--- config.mk ---
export PLATFORM = sky130hd
export DESIGN_NAME = pbmux_top
export DESIGN_NICKNAME = d
export VERILOG_FILES = /design/src/pbmux_pkg.sv /design/src/pbmux_top.sv
export VERILOG_INCLUDE_DIRS = /design/src
export SDC_FILE = /design/constraint.sdc
export NUM_CORES = 1
export LEC_CHECK = 0
export ABC_AREA = 1
export BUFFER_PORTS_ARGS = -buffer_cell sky130_fd_sc_hd__buf_4
export CAP_MARGIN = 20
export CORE_MARGIN = 2
export CORE_UTILIZATION = 35
export CTS_BUF_LIST = sky130_fd_sc_hd__clkbuf_8
export DETAILED_ROUTE_END_ITERATION = 8
export PLACE_DENSITY = 0.71
export REMOVE_ABC_BUFFERS = 1
export SYNTH_ARGS = -nofsm -noshare
export SYNTH_HDL_FRONTEND = slang
export SYNTH_SLANG_ARGS = --single-unit
--- constraint.sdc ---
create_clock -name core_clk -period 0.86 [get_ports core_clk]
set_input_delay 0.172 -clock core_clk [delete_from_list [all_inputs] [get_ports core_clk]]
set_output_delay 0.172 -clock core_clk [all_outputs]
set_load 0.1 [all_outputs]
--- src/pbmux_defines.svh ---
// Purpose: Constants for the port B upper pin output priority mux
// Assumes: Included by the mux package and design
// Notes: Pin indices are positions in the four-bit upper pin vectors
`ifndef PBMUX_DEFINES_SVH
`define PBMUX_DEFINES_SVH

// ==========================================================
// Pin positions within the upper pin vectors
`define PBMUX_PIN4 0
`define PBMUX_PIN5 1
`define PBMUX_PIN6 2
`define PBMUX_PIN7 3
`define PBMUX_NPINS 4

// ==========================================================
// Reset values: pads released, nothing seen on the level copy
`define PBMUX_RST_LAT 4'h0
`define PBMUX_RST_TRIS 4'hf
`define PBMUX_RST_OE 4'h0
`define PBMUX_RST_LEVEL 4'h0

`endif

--- src/pbmux_pkg.sv ---
// Purpose: Types for the port B upper pin output priority mux
// Assumes: Nothing beyond the defines header
// Notes: Owner names the source that drives one pin
`include "pbmux_defines.svh"
package pbmux_pkg;
  // ==========================================================
  // Which source owns a pin driver
  typedef enum logic [2:0] {
    own_latch,
    own_i2c1_data,
    own_i2c2_data,
    own_sync_data,
    own_i2c1_spi_clk,
    own_sync_clk
  } pbmux_owner_type;

  typedef struct packed {
    pbmux_owner_type own4;
    pbmux_owner_type own5;
    pbmux_owner_type own6;
    pbmux_owner_type own7;
    logic [3:0] pin_out;
    logic [3:0] pin_oe;
    logic [3:0] pin_in;
  } pbmux_state_type;
endpackage

--- src/pbmux_top.sv ---
// Purpose: Priority output mux for port B pins 4 to 7
// Assumes: Peripheral and latch inputs synchronous to core_clk
// Notes: Outputs are registered, one cycle behind the inputs
// Functional notes
// - With several peripherals enabled on a pin, the highest priority one drives it.
// - Pin levels always reach the input side, even while the pin is an output.
// - Overriding digital inputs take a place in the pin priority like outputs.
// - Order is pin4 first-I2C data; pin5 second-I2C data then serial data; pin6 clock; pin7 serial clock.
// - Serial data and clock join pins 5 and 7 only when the select registers route them there.
`include "pbmux_defines.svh"
module pbmux_top (
  // Clock, reset, enable
  input wire logic core_clk,
  input wire logic srst,
  input wire logic clk_en,
  // Port latches, tris high means input
  input wire logic [3:0] port_b_lat,
  input wire logic [3:0] port_b_tris,
  // Route selects from alt_pin_select_0 and alt_pin_select_1
  input wire logic sync_data_on_pin5,
  input wire logic sync_clk_on_pin7,
  // First I2C data
  input wire logic i2c1_data_en,
  input wire logic i2c1_data_out,
  input wire logic i2c1_data_oe,
  // Second I2C data
  input wire logic second_i2c_data_en,
  input wire logic second_i2c_data_out,
  input wire logic second_i2c_data_oe,
  // Receive or synchronous data, en also covers receive override
  input wire logic sync_serial_data_en,
  input wire logic sync_serial_data_out,
  input wire logic sync_serial_data_oe,
  // First I2C clock or SPI clock
  input wire logic i2c1_spi_clk_en,
  input wire logic i2c1_spi_clk_out,
  input wire logic i2c1_spi_clk_oe,
  // Transmit or synchronous clock
  input wire logic sync_serial_clock_en,
  input wire logic sync_serial_clock_out,
  input wire logic sync_serial_clock_oe,
  // Pads
  input wire logic [3:0] pad_in,
  output logic [3:0] pad_out,
  output logic [3:0] pad_oe,
  // Received pin levels for all input functions
  output logic [3:0] pin_level,
  // Current owner codes
  output pbmux_pkg::pbmux_owner_type owner_pin4,
  output pbmux_pkg::pbmux_owner_type owner_pin5,
  output pbmux_pkg::pbmux_owner_type owner_pin6,
  output pbmux_pkg::pbmux_owner_type owner_pin7
);
  // ==========================================================
  // State
  pbmux_pkg::pbmux_state_type st;
  pbmux_pkg::pbmux_state_type next_st;

  // Priority decode and drive selection per pin
  always_comb begin
    next_st = st;
    next_st.pin_in = pad_in;
    // Pin 4: first I2C data only
    if (i2c1_data_en) begin
      next_st.own4 = pbmux_pkg::own_i2c1_data;
    end else begin
      next_st.own4 = pbmux_pkg::own_latch;
    end
    // Pin 5: second I2C data beats routed serial data
    if (second_i2c_data_en) begin
      next_st.own5 = pbmux_pkg::own_i2c2_data;
    end else if (sync_serial_data_en && sync_data_on_pin5) begin
      next_st.own5 = pbmux_pkg::own_sync_data;
    end else begin
      next_st.own5 = pbmux_pkg::own_latch;
    end
    // Pin 6: shared I2C/SPI clock
    if (i2c1_spi_clk_en) begin
      next_st.own6 = pbmux_pkg::own_i2c1_spi_clk;
    end else begin
      next_st.own6 = pbmux_pkg::own_latch;
    end
    // Pin 7: routed serial clock
    if (sync_serial_clock_en && sync_clk_on_pin7) begin
      next_st.own7 = pbmux_pkg::own_sync_clk;
    end else begin
      next_st.own7 = pbmux_pkg::own_latch;
    end
    // Drive from the chosen owner; a receive override drives the pad from sync_serial_data_out and sync_serial_data_oe
    case (next_st.own4)
      pbmux_pkg::own_i2c1_data: begin
        next_st.pin_out[`PBMUX_PIN4] = i2c1_data_out;
        next_st.pin_oe[`PBMUX_PIN4] = i2c1_data_oe;
      end
      default: begin
        next_st.pin_out[`PBMUX_PIN4] = port_b_lat[`PBMUX_PIN4];
        next_st.pin_oe[`PBMUX_PIN4] = ~port_b_tris[`PBMUX_PIN4];
      end
    endcase
    case (next_st.own5)
      pbmux_pkg::own_i2c2_data: begin
        next_st.pin_out[`PBMUX_PIN5] = second_i2c_data_out;
        next_st.pin_oe[`PBMUX_PIN5] = second_i2c_data_oe;
      end
      pbmux_pkg::own_sync_data: begin
        next_st.pin_out[`PBMUX_PIN5] = sync_serial_data_out;
        next_st.pin_oe[`PBMUX_PIN5] = sync_serial_data_oe;
      end
      default: begin
        next_st.pin_out[`PBMUX_PIN5] = port_b_lat[`PBMUX_PIN5];
        next_st.pin_oe[`PBMUX_PIN5] = ~port_b_tris[`PBMUX_PIN5];
      end
    endcase
    case (next_st.own6)
      pbmux_pkg::own_i2c1_spi_clk: begin
        next_st.pin_out[`PBMUX_PIN6] = i2c1_spi_clk_out;
        next_st.pin_oe[`PBMUX_PIN6] = i2c1_spi_clk_oe;
      end
      default: begin
        next_st.pin_out[`PBMUX_PIN6] = port_b_lat[`PBMUX_PIN6];
        next_st.pin_oe[`PBMUX_PIN6] = ~port_b_tris[`PBMUX_PIN6];
      end
    endcase
    case (next_st.own7)
      pbmux_pkg::own_sync_clk: begin
        next_st.pin_out[`PBMUX_PIN7] = sync_serial_clock_out;
        next_st.pin_oe[`PBMUX_PIN7] = sync_serial_clock_oe;
      end
      default: begin
        next_st.pin_out[`PBMUX_PIN7] = port_b_lat[`PBMUX_PIN7];
        next_st.pin_oe[`PBMUX_PIN7] = ~port_b_tris[`PBMUX_PIN7];
      end
    endcase
  end

  // Register the state; reset leaves every pad released
  always_ff @(posedge core_clk) begin
    if (srst) begin
      st.own4 <= pbmux_pkg::own_latch;
      st.own5 <= pbmux_pkg::own_latch;
      st.own6 <= pbmux_pkg::own_latch;
      st.own7 <= pbmux_pkg::own_latch;
      st.pin_out <= `PBMUX_RST_LAT;
      st.pin_oe <= `PBMUX_RST_OE;
      st.pin_in <= `PBMUX_RST_LEVEL;
    end else if (clk_en) begin
      st <= next_st;
    end
  end

  // Outputs straight from flip-flops
  assign pad_out = st.pin_out;
  assign pad_oe = st.pin_oe;
  assign pin_level = st.pin_in;
  assign owner_pin4 = st.own4;
  assign owner_pin5 = st.own5;
  assign owner_pin6 = st.own6;
  assign owner_pin7 = st.own7;

  // ==========================================================
  // Assertions
  property p_pin5_priority;
    @(posedge core_clk) disable iff (srst)
      (clk_en && second_i2c_data_en) |=> (owner_pin5 == pbmux_pkg::own_i2c2_data);
  endproperty
  a_pin5_priority: assert property (p_pin5_priority) else $error("pin5 priority wrong");

  property p_level_follows;
    @(posedge core_clk) disable iff (srst)
      clk_en |=> (pin_level == $past(pad_in));
  endproperty
  a_level_follows: assert property (p_level_follows) else $error("pin level lost");

  property p_rx_override;
    @(posedge core_clk) disable iff (srst)
      (clk_en && !second_i2c_data_en && sync_serial_data_en && sync_data_on_pin5)
      |=> (owner_pin5 == pbmux_pkg::own_sync_data && pad_out[1] == $past(sync_serial_data_out));
  endproperty
  a_rx_override: assert property (p_rx_override) else $error("serial data not on pin5");

  property p_pin4_owner;
    @(posedge core_clk) disable iff (srst)
      (clk_en && i2c1_data_en) |=> (pad_oe[0] == $past(i2c1_data_oe));
  endproperty
  a_pin4_owner: assert property (p_pin4_owner) else $error("pin4 not from I2C");

  property p_pin6_owner;
    @(posedge core_clk) disable iff (srst)
      (clk_en && i2c1_spi_clk_en) |=> (pad_out[2] == $past(i2c1_spi_clk_out));
  endproperty
  a_pin6_owner: assert property (p_pin6_owner) else $error("pin6 not from clock");

  property p_route_gate;
    @(posedge core_clk) disable iff (srst)
      (clk_en && !sync_clk_on_pin7) |=> (owner_pin7 == pbmux_pkg::own_latch);
  endproperty
  a_route_gate: assert property (p_route_gate) else $error("unrouted clock on pin7");

  property p_latch_drive;
    @(posedge core_clk) disable iff (srst)
      (clk_en && !i2c1_spi_clk_en)
      |=> (pad_out[2] == $past(port_b_lat[2]) && pad_oe[2] == !$past(port_b_tris[2]));
  endproperty
  a_latch_drive: assert property (p_latch_drive) else $error("pin6 latch drive wrong");

  property p_freeze;
    @(posedge core_clk) disable iff (srst)
      !clk_en |=> $stable(pad_out) && $stable(pad_oe);
  endproperty
  a_freeze: assert property (p_freeze) else $error("state moved while disabled");

  // Reset must release every pad whatever the peripherals still request
  property p_reset_release;
    @(posedge core_clk)
      srst |=> (pad_oe == `PBMUX_RST_OE && owner_pin5 == pbmux_pkg::own_latch);
  endproperty
  a_reset_release: assert property (p_reset_release) else $error("pad driven after reset");

  // Main ownership cases worth seeing at least once
  c_pin5_i2c: cover property (@(posedge core_clk) owner_pin5 == pbmux_pkg::own_i2c2_data);
  c_pin5_rx: cover property (@(posedge core_clk) owner_pin5 == pbmux_pkg::own_sync_data);
  c_pin7_clk: cover property (@(posedge core_clk) owner_pin7 == pbmux_pkg::own_sync_clk);
  c_pin4_i2c: cover property (@(posedge core_clk) owner_pin4 == pbmux_pkg::own_i2c1_data);
endmodule // pbmux_top

# After elaboration in Yosys (flattened, before gate mapping)
# Index checks and enable logic that the tools add are counted.
[classes]
mux = 13
bitwise_logic = 4
eq_ne = 5
n_reduce_logical = 2
[op_table]
columns = ["op", "count"]
rows = [
  ["$mux W1", 7],
  ["$eq A3 B2 Y1 const B", 2],
  ["$eq A3 B3 Y1 const B", 2],
  ["$mux W3", 2],
  ["$mux W2", 2],
  ["$not A1 Y1", 4],
  ["$pmux W1 S2", 2],
  ["$eq A3 B1 Y1 const B", 1],
  ["$logic_and A1 B1 Y1", 2],
]
[word_totals]
elab_cells = 31
regBits = 24
input_bits = 32

# Depth between registers and ports, before layout
# Gate-level depths: netlist of the first run.
[logic_depth]
word_depth = 5
mapped_depth = 6

# Least setup slack after synthesis of the first run
# OpenSTA, ideal clock, no wires.
[synth_timing]
path_kind = "reg2out"
startpoint = "register, netlist name owner_pin7[0]"
endpoint = "output owner_pin7[2]"
path_buffers = 1
t_required_ns = 0.688
t_arrival_ns = 1.369
setup_slack_ns = -0.681
stages_incl_launch_ff = 2
path_cell_list = "dfxtp_1 -> buf_4"
[synth_lines]
columns = ["item", "line_no", "text"]
rows = [
  ["end, declared", "pbmux_top.sv:52", "output pbmux_pkg::pbmux_owner_type owner_pin7"],
]

# Worst setup path in the final report of the first run
[layout_timing]
startpoint = "register st, in the netlist owner_pin7[0]"
endpoint = "output owner_pin7[0]"
[layout_lines]
columns = ["item", "line_no", "text"]
rows = [
  ["start, declared", "pbmux_top.sv:56", "pbmux_pkg::pbmux_state_type st;"],
  ["start signal, assigned", "pbmux_top.sv:147", "st <= next_st;"],
]
# No word-level cell between the ends.

==> impl_results.md, run 1 <==
* Root Buffer: clkbuf_8
* Layout Utilization at 68.00%
* Total CTS buffers at 3
* DIE HEIGHT at 53.63 um
* RSZ-0062 raised after global routing: true
* Seq/Total Area, Yosys at roughly two fifths
* Number of synthesized flops with an enable pin at 0
* Row cnt at 17
* Worst EP arrival at 0.80 ns
* Status: finished, violations left
* YS warnings at 0
* DRT iter0 DRCs at 12
* First-pass GRT wire length at approximately 3500 um
* Mean area per synthesized cell at 7.496 um2
* Top Usage Layer GRT: met2
* Hold depth at 3
* Drc violations at 0
* Fmax at approximately 1000 MHz
* Reg-to-Reg End: pad_out[0]
* Clock Tree Buf Depth at 2
* Count leader, synth: nor2_1
* Starting density of the core at 37.88%
* Final Skew at 0 ns
* Initial antenna violation count at 0
* Via density at approximately 4.5
* HP Class: in2reg
* Worst Hold Launch: pad_in[3]
* CP Cell Sequence: buf_12
* Clk sink count at 17
* Worst-path fanout max at 3
* Crit-path slowest cell: dfxtp_4
* Critical Path Stages at 1
* Worst reg-to-reg path cell count at 3
* GRT met3 Usage at around 3.6%
* Vias in the first global route at 832
* Register bit total from synthesis at 17
* Top_reg_cell synth: dfxtp_1
* Mapped cell area at 862.1 um2
* Max_cap viols at 0
* Peak supply drop at 0.001106 V
* CP peak stage delay at 0.38 ns
* All-layer global routing usage at between 10% and 20%
* WHS at 0.1505 ns
* Antenna diodes at 0
* I/O Pins at 56
* Cts hold-fix bufs at 0
* Power Total at 2.605 mW
* Crit path time final at 0.9760 ns
* Share of cells above drive strength 1 at roughly half
* Yosys cell types at 19
* Clk slew on worst S/H paths at 0.06 ns
* Post-Syn Instances at 115
* Final HPWL DP at about 1600 um
* Crit path launch: owner_pin7[0]
* Clock latency on the worst-skew pair at 0.25 ns
* Routed via count at 883
* DIE AREA at 2876 um2
* Remaining Overflow, GRT at 0
* Antenna Nets Post-Route at 0
* Max Transition Viols Final at 0
* Fraction of registers with async set/reset at 0%
* Number of setup violations in the final report at 18
* Final wirelength at 2162 um
* Synth area leader: dfxtp_1
* Global-route met2 utilization at 32.10%
* GPL Wtd Cong at 0.6689
* CTS H-tree depth at 1
* FF-to-FF setup slack at ~0.11 ns
* PD cells at between 1500 and 2000 nW/um2
* DIE WIDTH at roughly 54 um
* Core ar. at 2276 um2
* Layout area overhead at 79.54%
* CP startpoint kind: flop
* Crit end category: primary output
* Fin. Hold Viols at 0
* Met1 Use GR at 18.31%
* Top cell type's share of synthesized area at 39.48%
* Synth cell count leaders: nor2_1 (21), nand2_1 (18), dfxtp_1 (17)
* CTS tree: done
* Leak Pwr at 0.7930 nW
* Final WS setup at -0.1160 ns
* Routed length per instance at roughly 11 um
* Req. time, crit path at 0.69 ns
* Reg-to-reg critical path startpoint: pad_out[0]
* Largest net degree at the start of global routing at 16
* CP Capture Point: owner_pin7[0]
* Crit Path Class: reg2out
* Detailed Routing Iterations Pass 1 at 6
* Nets@finish at 202
* CP delay by family, top: flip-flops
* CP bufs+invs at 1
* Top cells by area, synth: dfxtp_1 (39%), nor2_1 (9.1%), nand2_1 (7.8%), inv_1 (7.0%), buf_4 (6.1%)
* Fin crit share at 113.5%
* PortBufs at about 50
* Failing checks: setup timing
## through the flow
step / cells / setup TNS, ns / setup slack (ns) / instance area, um2
after floorplan: 109 / -12.58 / -1.108 / 770.7
after global placement: 189 / 0 / 0.05577 / 1221
after detailed placement: 189 / 0 / 0.03136 / 1221
after CTS: 197 / -1.749 / -0.1257 / 1545
after global routing: 197 / -2.129 / -0.1419 / 1548
final: 197 / -1.621 / -0.1160 / 1548
## cell usage in the layout, fill, tap and decap left out
| cell type | n |
|---|---|
| buf_4 | 36 |
| nor2_1 | 21 |
| buf_12 | 20 |
| nand2_1 | 18 |
| inv_1 | 17 |
| dfxtp_2 | 15 |
| nand3_1 | 6 |
| a21oi_1 | 6 |
| o21ai_0 | 6 |
| conb_1 | 6 |
| nand3_2 | 3 |
| o211ai_2 | 3 |
| clkbuf_8 | 3 |
| o211ai_1 | 2 |
| o21ai_1 | 2 |
| dfxtp_4 | 2 |
| nand4_1 | 1 |
| inv_2 | 1 |
| o21ai_2 | 1 |
## how the worst min path moves through the flow
stage / endpoint
2_1_floorplan: owner_pin6[2]
3_3_place_gp: pin_level[3]
3_5_place_dp: pin_level[3]
4_1_cts: pin_level[3]
5_1_grt: pin_level[1]
6_report: pin_level[3]
## layer usage
metal	up-vias	routed length (um)
met4	0	20
met3	2	122
met2	32	1149
li1	455	-
met5	-	0
met1	394	870
## repair_timing
item / 4_1_cts / 5_1_grt
setup endpoints to repair: 18 / 18
setup buffers: 4 / 0
gates resized for setup: 72 / 1
gates cloned: 0 / 0
pin swaps: 0 / 0
## flip-flops by register name, summed over array words and instances, names as in the netlist
register    cells
pad_out         4
pad_oe          4
pin_level       4
owner_pin6      1
owner_pin7      1
owner_pin5      2
owner_pin4      1
## cells by family (layout without fill, tap and decap cells)
group | count (synthesis) | in the layout | share of synthesized area (%)
compound gates | 20 | 20 | 15.24
other cells | 1 | 6 | 0.4350
simple gates | 49 | 49 | 24.67
buf+inv | 28 | 77 | 20.17
flops | 17 | 17 | 39.48
## layout make-up
class / instances / area [um2]
multi-input cells: 75 / 366.6
clock inverters: 1 / 3.754
flip-flops and latches: 17 / 366.6
repair buffers: 56 / 670.6
inverters: 17 / 63.81
well taps: 28 / 35.03
fillers: 176 / 728.2
clock buffers: 3 / 41.29
## power by group
part / leakage [nW] / internal (mW) / switching (mW)
clock network: 0.0269 / 0.316 / 0.260
logic: 0.619 / 0.406 / 0.708
registers: 0.147 / 0.854 / 0.0603
Power figures use the tool's default switching activity.
==> run 2: changes to the inputs <==
Settings changed: ABC_AREA 1 to unset, PLACE_DENSITY 0.71 to 0.73.
==> run 2 against run 1 <==
Against the previous run:
- highest routed layer unchanged
- flip-flop and latch count stayed put
- clock skew is the same
- utilization is 0.30 points higher
- the run still ends with setup timing left
- count of clock-buffer cells in the layout did not move
- combinational power shrank 9%
- worst hold slack improved by 0.012 ns
- first-iteration DRC count fell by 58%
- global-route usage is 0.37 points higher
- worst setup slack worse by 0.0096 ns
- fmax is 0.98% lower
- largest cell class unchanged
==> impl_results.md, run 2 <==
* Status: finished, violations left
* Failing checks: setup timing
* WHS at around 0.16 ns
* Synth cell count leaders: dfxtp_1 (17), nor2_1 (15), a21oi_1 (9)
* Worst-path fanout max at 3
* DIE WIDTH at 52.02 um
* Seq/Total Area, Yosys at 42.17%
* Vias in the first global route at 768
* GPL Wtd Cong at 0.7117
* Top cell type's share of synthesized area at 42.17%
* DRT iter0 DRCs at 5
* CP bufs+invs at 1
* Post-Syn Instances at 86
* Power Total at approximately 2.5 mW
* Total CTS buffers at 3
* Register bit total from synthesis at 17
* Final WS setup at -0.1256 ns
* Leak Pwr at between 0.6 and 0.7 nW
* Nets@finish at 171
* Crit-path slowest cell: dfxtp_4
* Final wirelength at approximately 2100 um
* Layout Utilization at around two thirds
* Setup TNS at -1.645 ns
* Starting density of the core at between 30% and 40%
* Detailed Routing Iterations Pass 1 at 2
* Clk sink count at 17
* RSZ-0062 raised after global routing: true
* CTS tree: done
* Crit path time final at 0.9856 ns
* CTS H-tree depth at 1
* Worst EP arrival at 0.81 ns
* Clock latency on the worst-skew pair at 0.25 ns
* Number of synthesized flops with an enable pin at 0
* Crit end category: primary output
* DIE AREA at 2706 um2
* Antenna diodes at 0
* PortBufs at 49
* PD cells at ~1700 nW/um2
* Via density at 4.723
* CP Cell Sequence: buf_12
* Remaining Overflow, GRT at 0
* Drc violations at 0
* Global-route met2 utilization at 32.91%
* Initial antenna violation count at 0
* Final Skew at 0 ns
* Most common cell after layout, fill and taps aside: buf_4
* CP delay by family, top: flip-flops
* Fin. Hold Viols at 0
* I/O Pins at 56
* Antenna Nets Post-Route at 0
* Share of cells above drive strength 1 at 59.42%
* Fin crit share at 114.6%
* DIE HEIGHT at 52.02 um
* Row cnt at 17
* Fillers at 173
* Routed via count at between 700 and 800
* Top cells by area, synth: dfxtp_1 (42%), mux2i_1 (9.9%), buf_4 (7.4%), nor2_1 (7.0%), a21oi_1 (5.6%)
* Fmax at about 1000 MHz
* GRT met3 Usage at 3.161%
* Root Buffer: clkbuf_8
* Final HPWL DP at 1396 um
* CP startpoint kind: flop
* All-layer global routing usage at 17.36%
* Crit Path Class: reg2out
* Largest net degree at the start of global routing at 21
* Count leader, synth: dfxtp_1
* Most frequent cells in the layout: buf_4 (36), buf_12 (19), dfxtp_2 (16)
* Clk slew on worst S/H paths at 0.07 ns
* Mean area per synthesized cell at roughly 9.4 um2
* Clock Tree Buf Depth at 2
* Routed length per instance at around 13 um
* Top_reg_cell synth: dfxtp_1
* Layout area overhead at 85.43%
* CP peak stage delay at around 0.39 ns
* Yosys cell types at 21
* Top Usage Layer GRT: met2
* Fraction of registers with async set/reset at 0%
* Peak supply drop at 0.001007 V
* Max_cap viols at 0
* HP Class: in2reg
* Number of setup violations in the final report at 18
* Synth area leader: dfxtp_1
* Met1 Use GR at about a fifth
* First-pass GRT wire length at between 3000 and 4000 um
* Mapped cell area at 807.0 um2
* Req. time, crit path at 0.69 ns
* YS warnings at 0
* Core ar. at around 2200 um2
* Max Transition Viols Final at 0
-- run 2: cell types whose count changed in the layout (fill, tap and decap cells not counted), sizes merged, moves of 3 or more --
cell | previous run | this run
nor2 | 21 | 15
a21oi | 6 | 9
inv | 18 | 0
nand2b | 0 | 6
a211oi | 0 | 6
o21ai | 9 | 0
nand3 | 9 | 2
o211ai | 5 | 0
nand2 | 18 | 2
mux2i | 0 | 8
-- run 2: cell type report --
cell class / instances / area (um2) / share of cell area, %
clock buffer: 3 / 41.29 / 2.759
clock inverter: 1 / 5.005 / 0.3344
multi-input combinational: 62 / 400.4 / 26.76
sequential: 17 / 364.1 / 24.33
tap: 28 / 35.03 / 2.341
timing repair buffer: 55 / 650.6 / 43.48
-- run 2: worst paths after layout --
check / start / endpoint / slack, ns / cells after the start
worst min register to register: pad_out[1] / pad_out[1] / 0.49 / 2
worst max register to register: pad_out[0] / pad_out[0] / 0.03 / 4
worst min-delay path: pad_in[3] / pin_level[3] / 0.16 / 3
worst max-delay path: owner_pin7[0] / owner_pin7[2] / -0.13 / 1
-- run 2: timing repair --
| item | 4_1_cts | 5_1_grt |
|---|---|---|
| setup buffers | 1 | 3 |
| cloned | 0 | 0 |
| pin swaps | 0 | 1 |
| gates resized for setup | 72 | 2 |
| hold buffers | 0 | 0 |
| setup endpoints to repair | 18 | 18 |
-- run 2: logic make-up after synthesis --
| family | Yosys count | share of synthesized area [%] |
|---|---|---|
| compound gates | 20 | 18.92 |
| simple gates | 28 | 17.06 |
| mux | 8 | 9.923 |
| other cells | 1 | 0.4647 |
| flops | 17 | 42.17 |
| buf+inv | 12 | 11.47 |
-- run 2: power breakdown --
group          total, mW  leakage [nW]  internal (mW)  switching [mW]
registers          0.901         0.147          0.847          0.0543
logic               1.01         0.492          0.378           0.635
clock network      0.591        0.0255          0.320           0.271
total               2.50         0.664           1.55           0.960
-- run 2: metal layers --
metal  up-vias  routed length [um]
met3         2                 126
met1       356                 807
met4         0                  27
met2        35                1153
li1        391                   -
met5         -                   0
-- run 2: per-stage QoR --
step | setup slack, ns | area (um2) | instances
floorplan | -1.052 | 733.2 | 79
global placement | -0.05591 | 1164 | 158
detailed placement | -0.08153 | 1164 | 158
CTS | -0.1224 | 1466 | 163
global route | -0.1545 | 1496 | 166
finish | -0.1256 | 1496 | 166
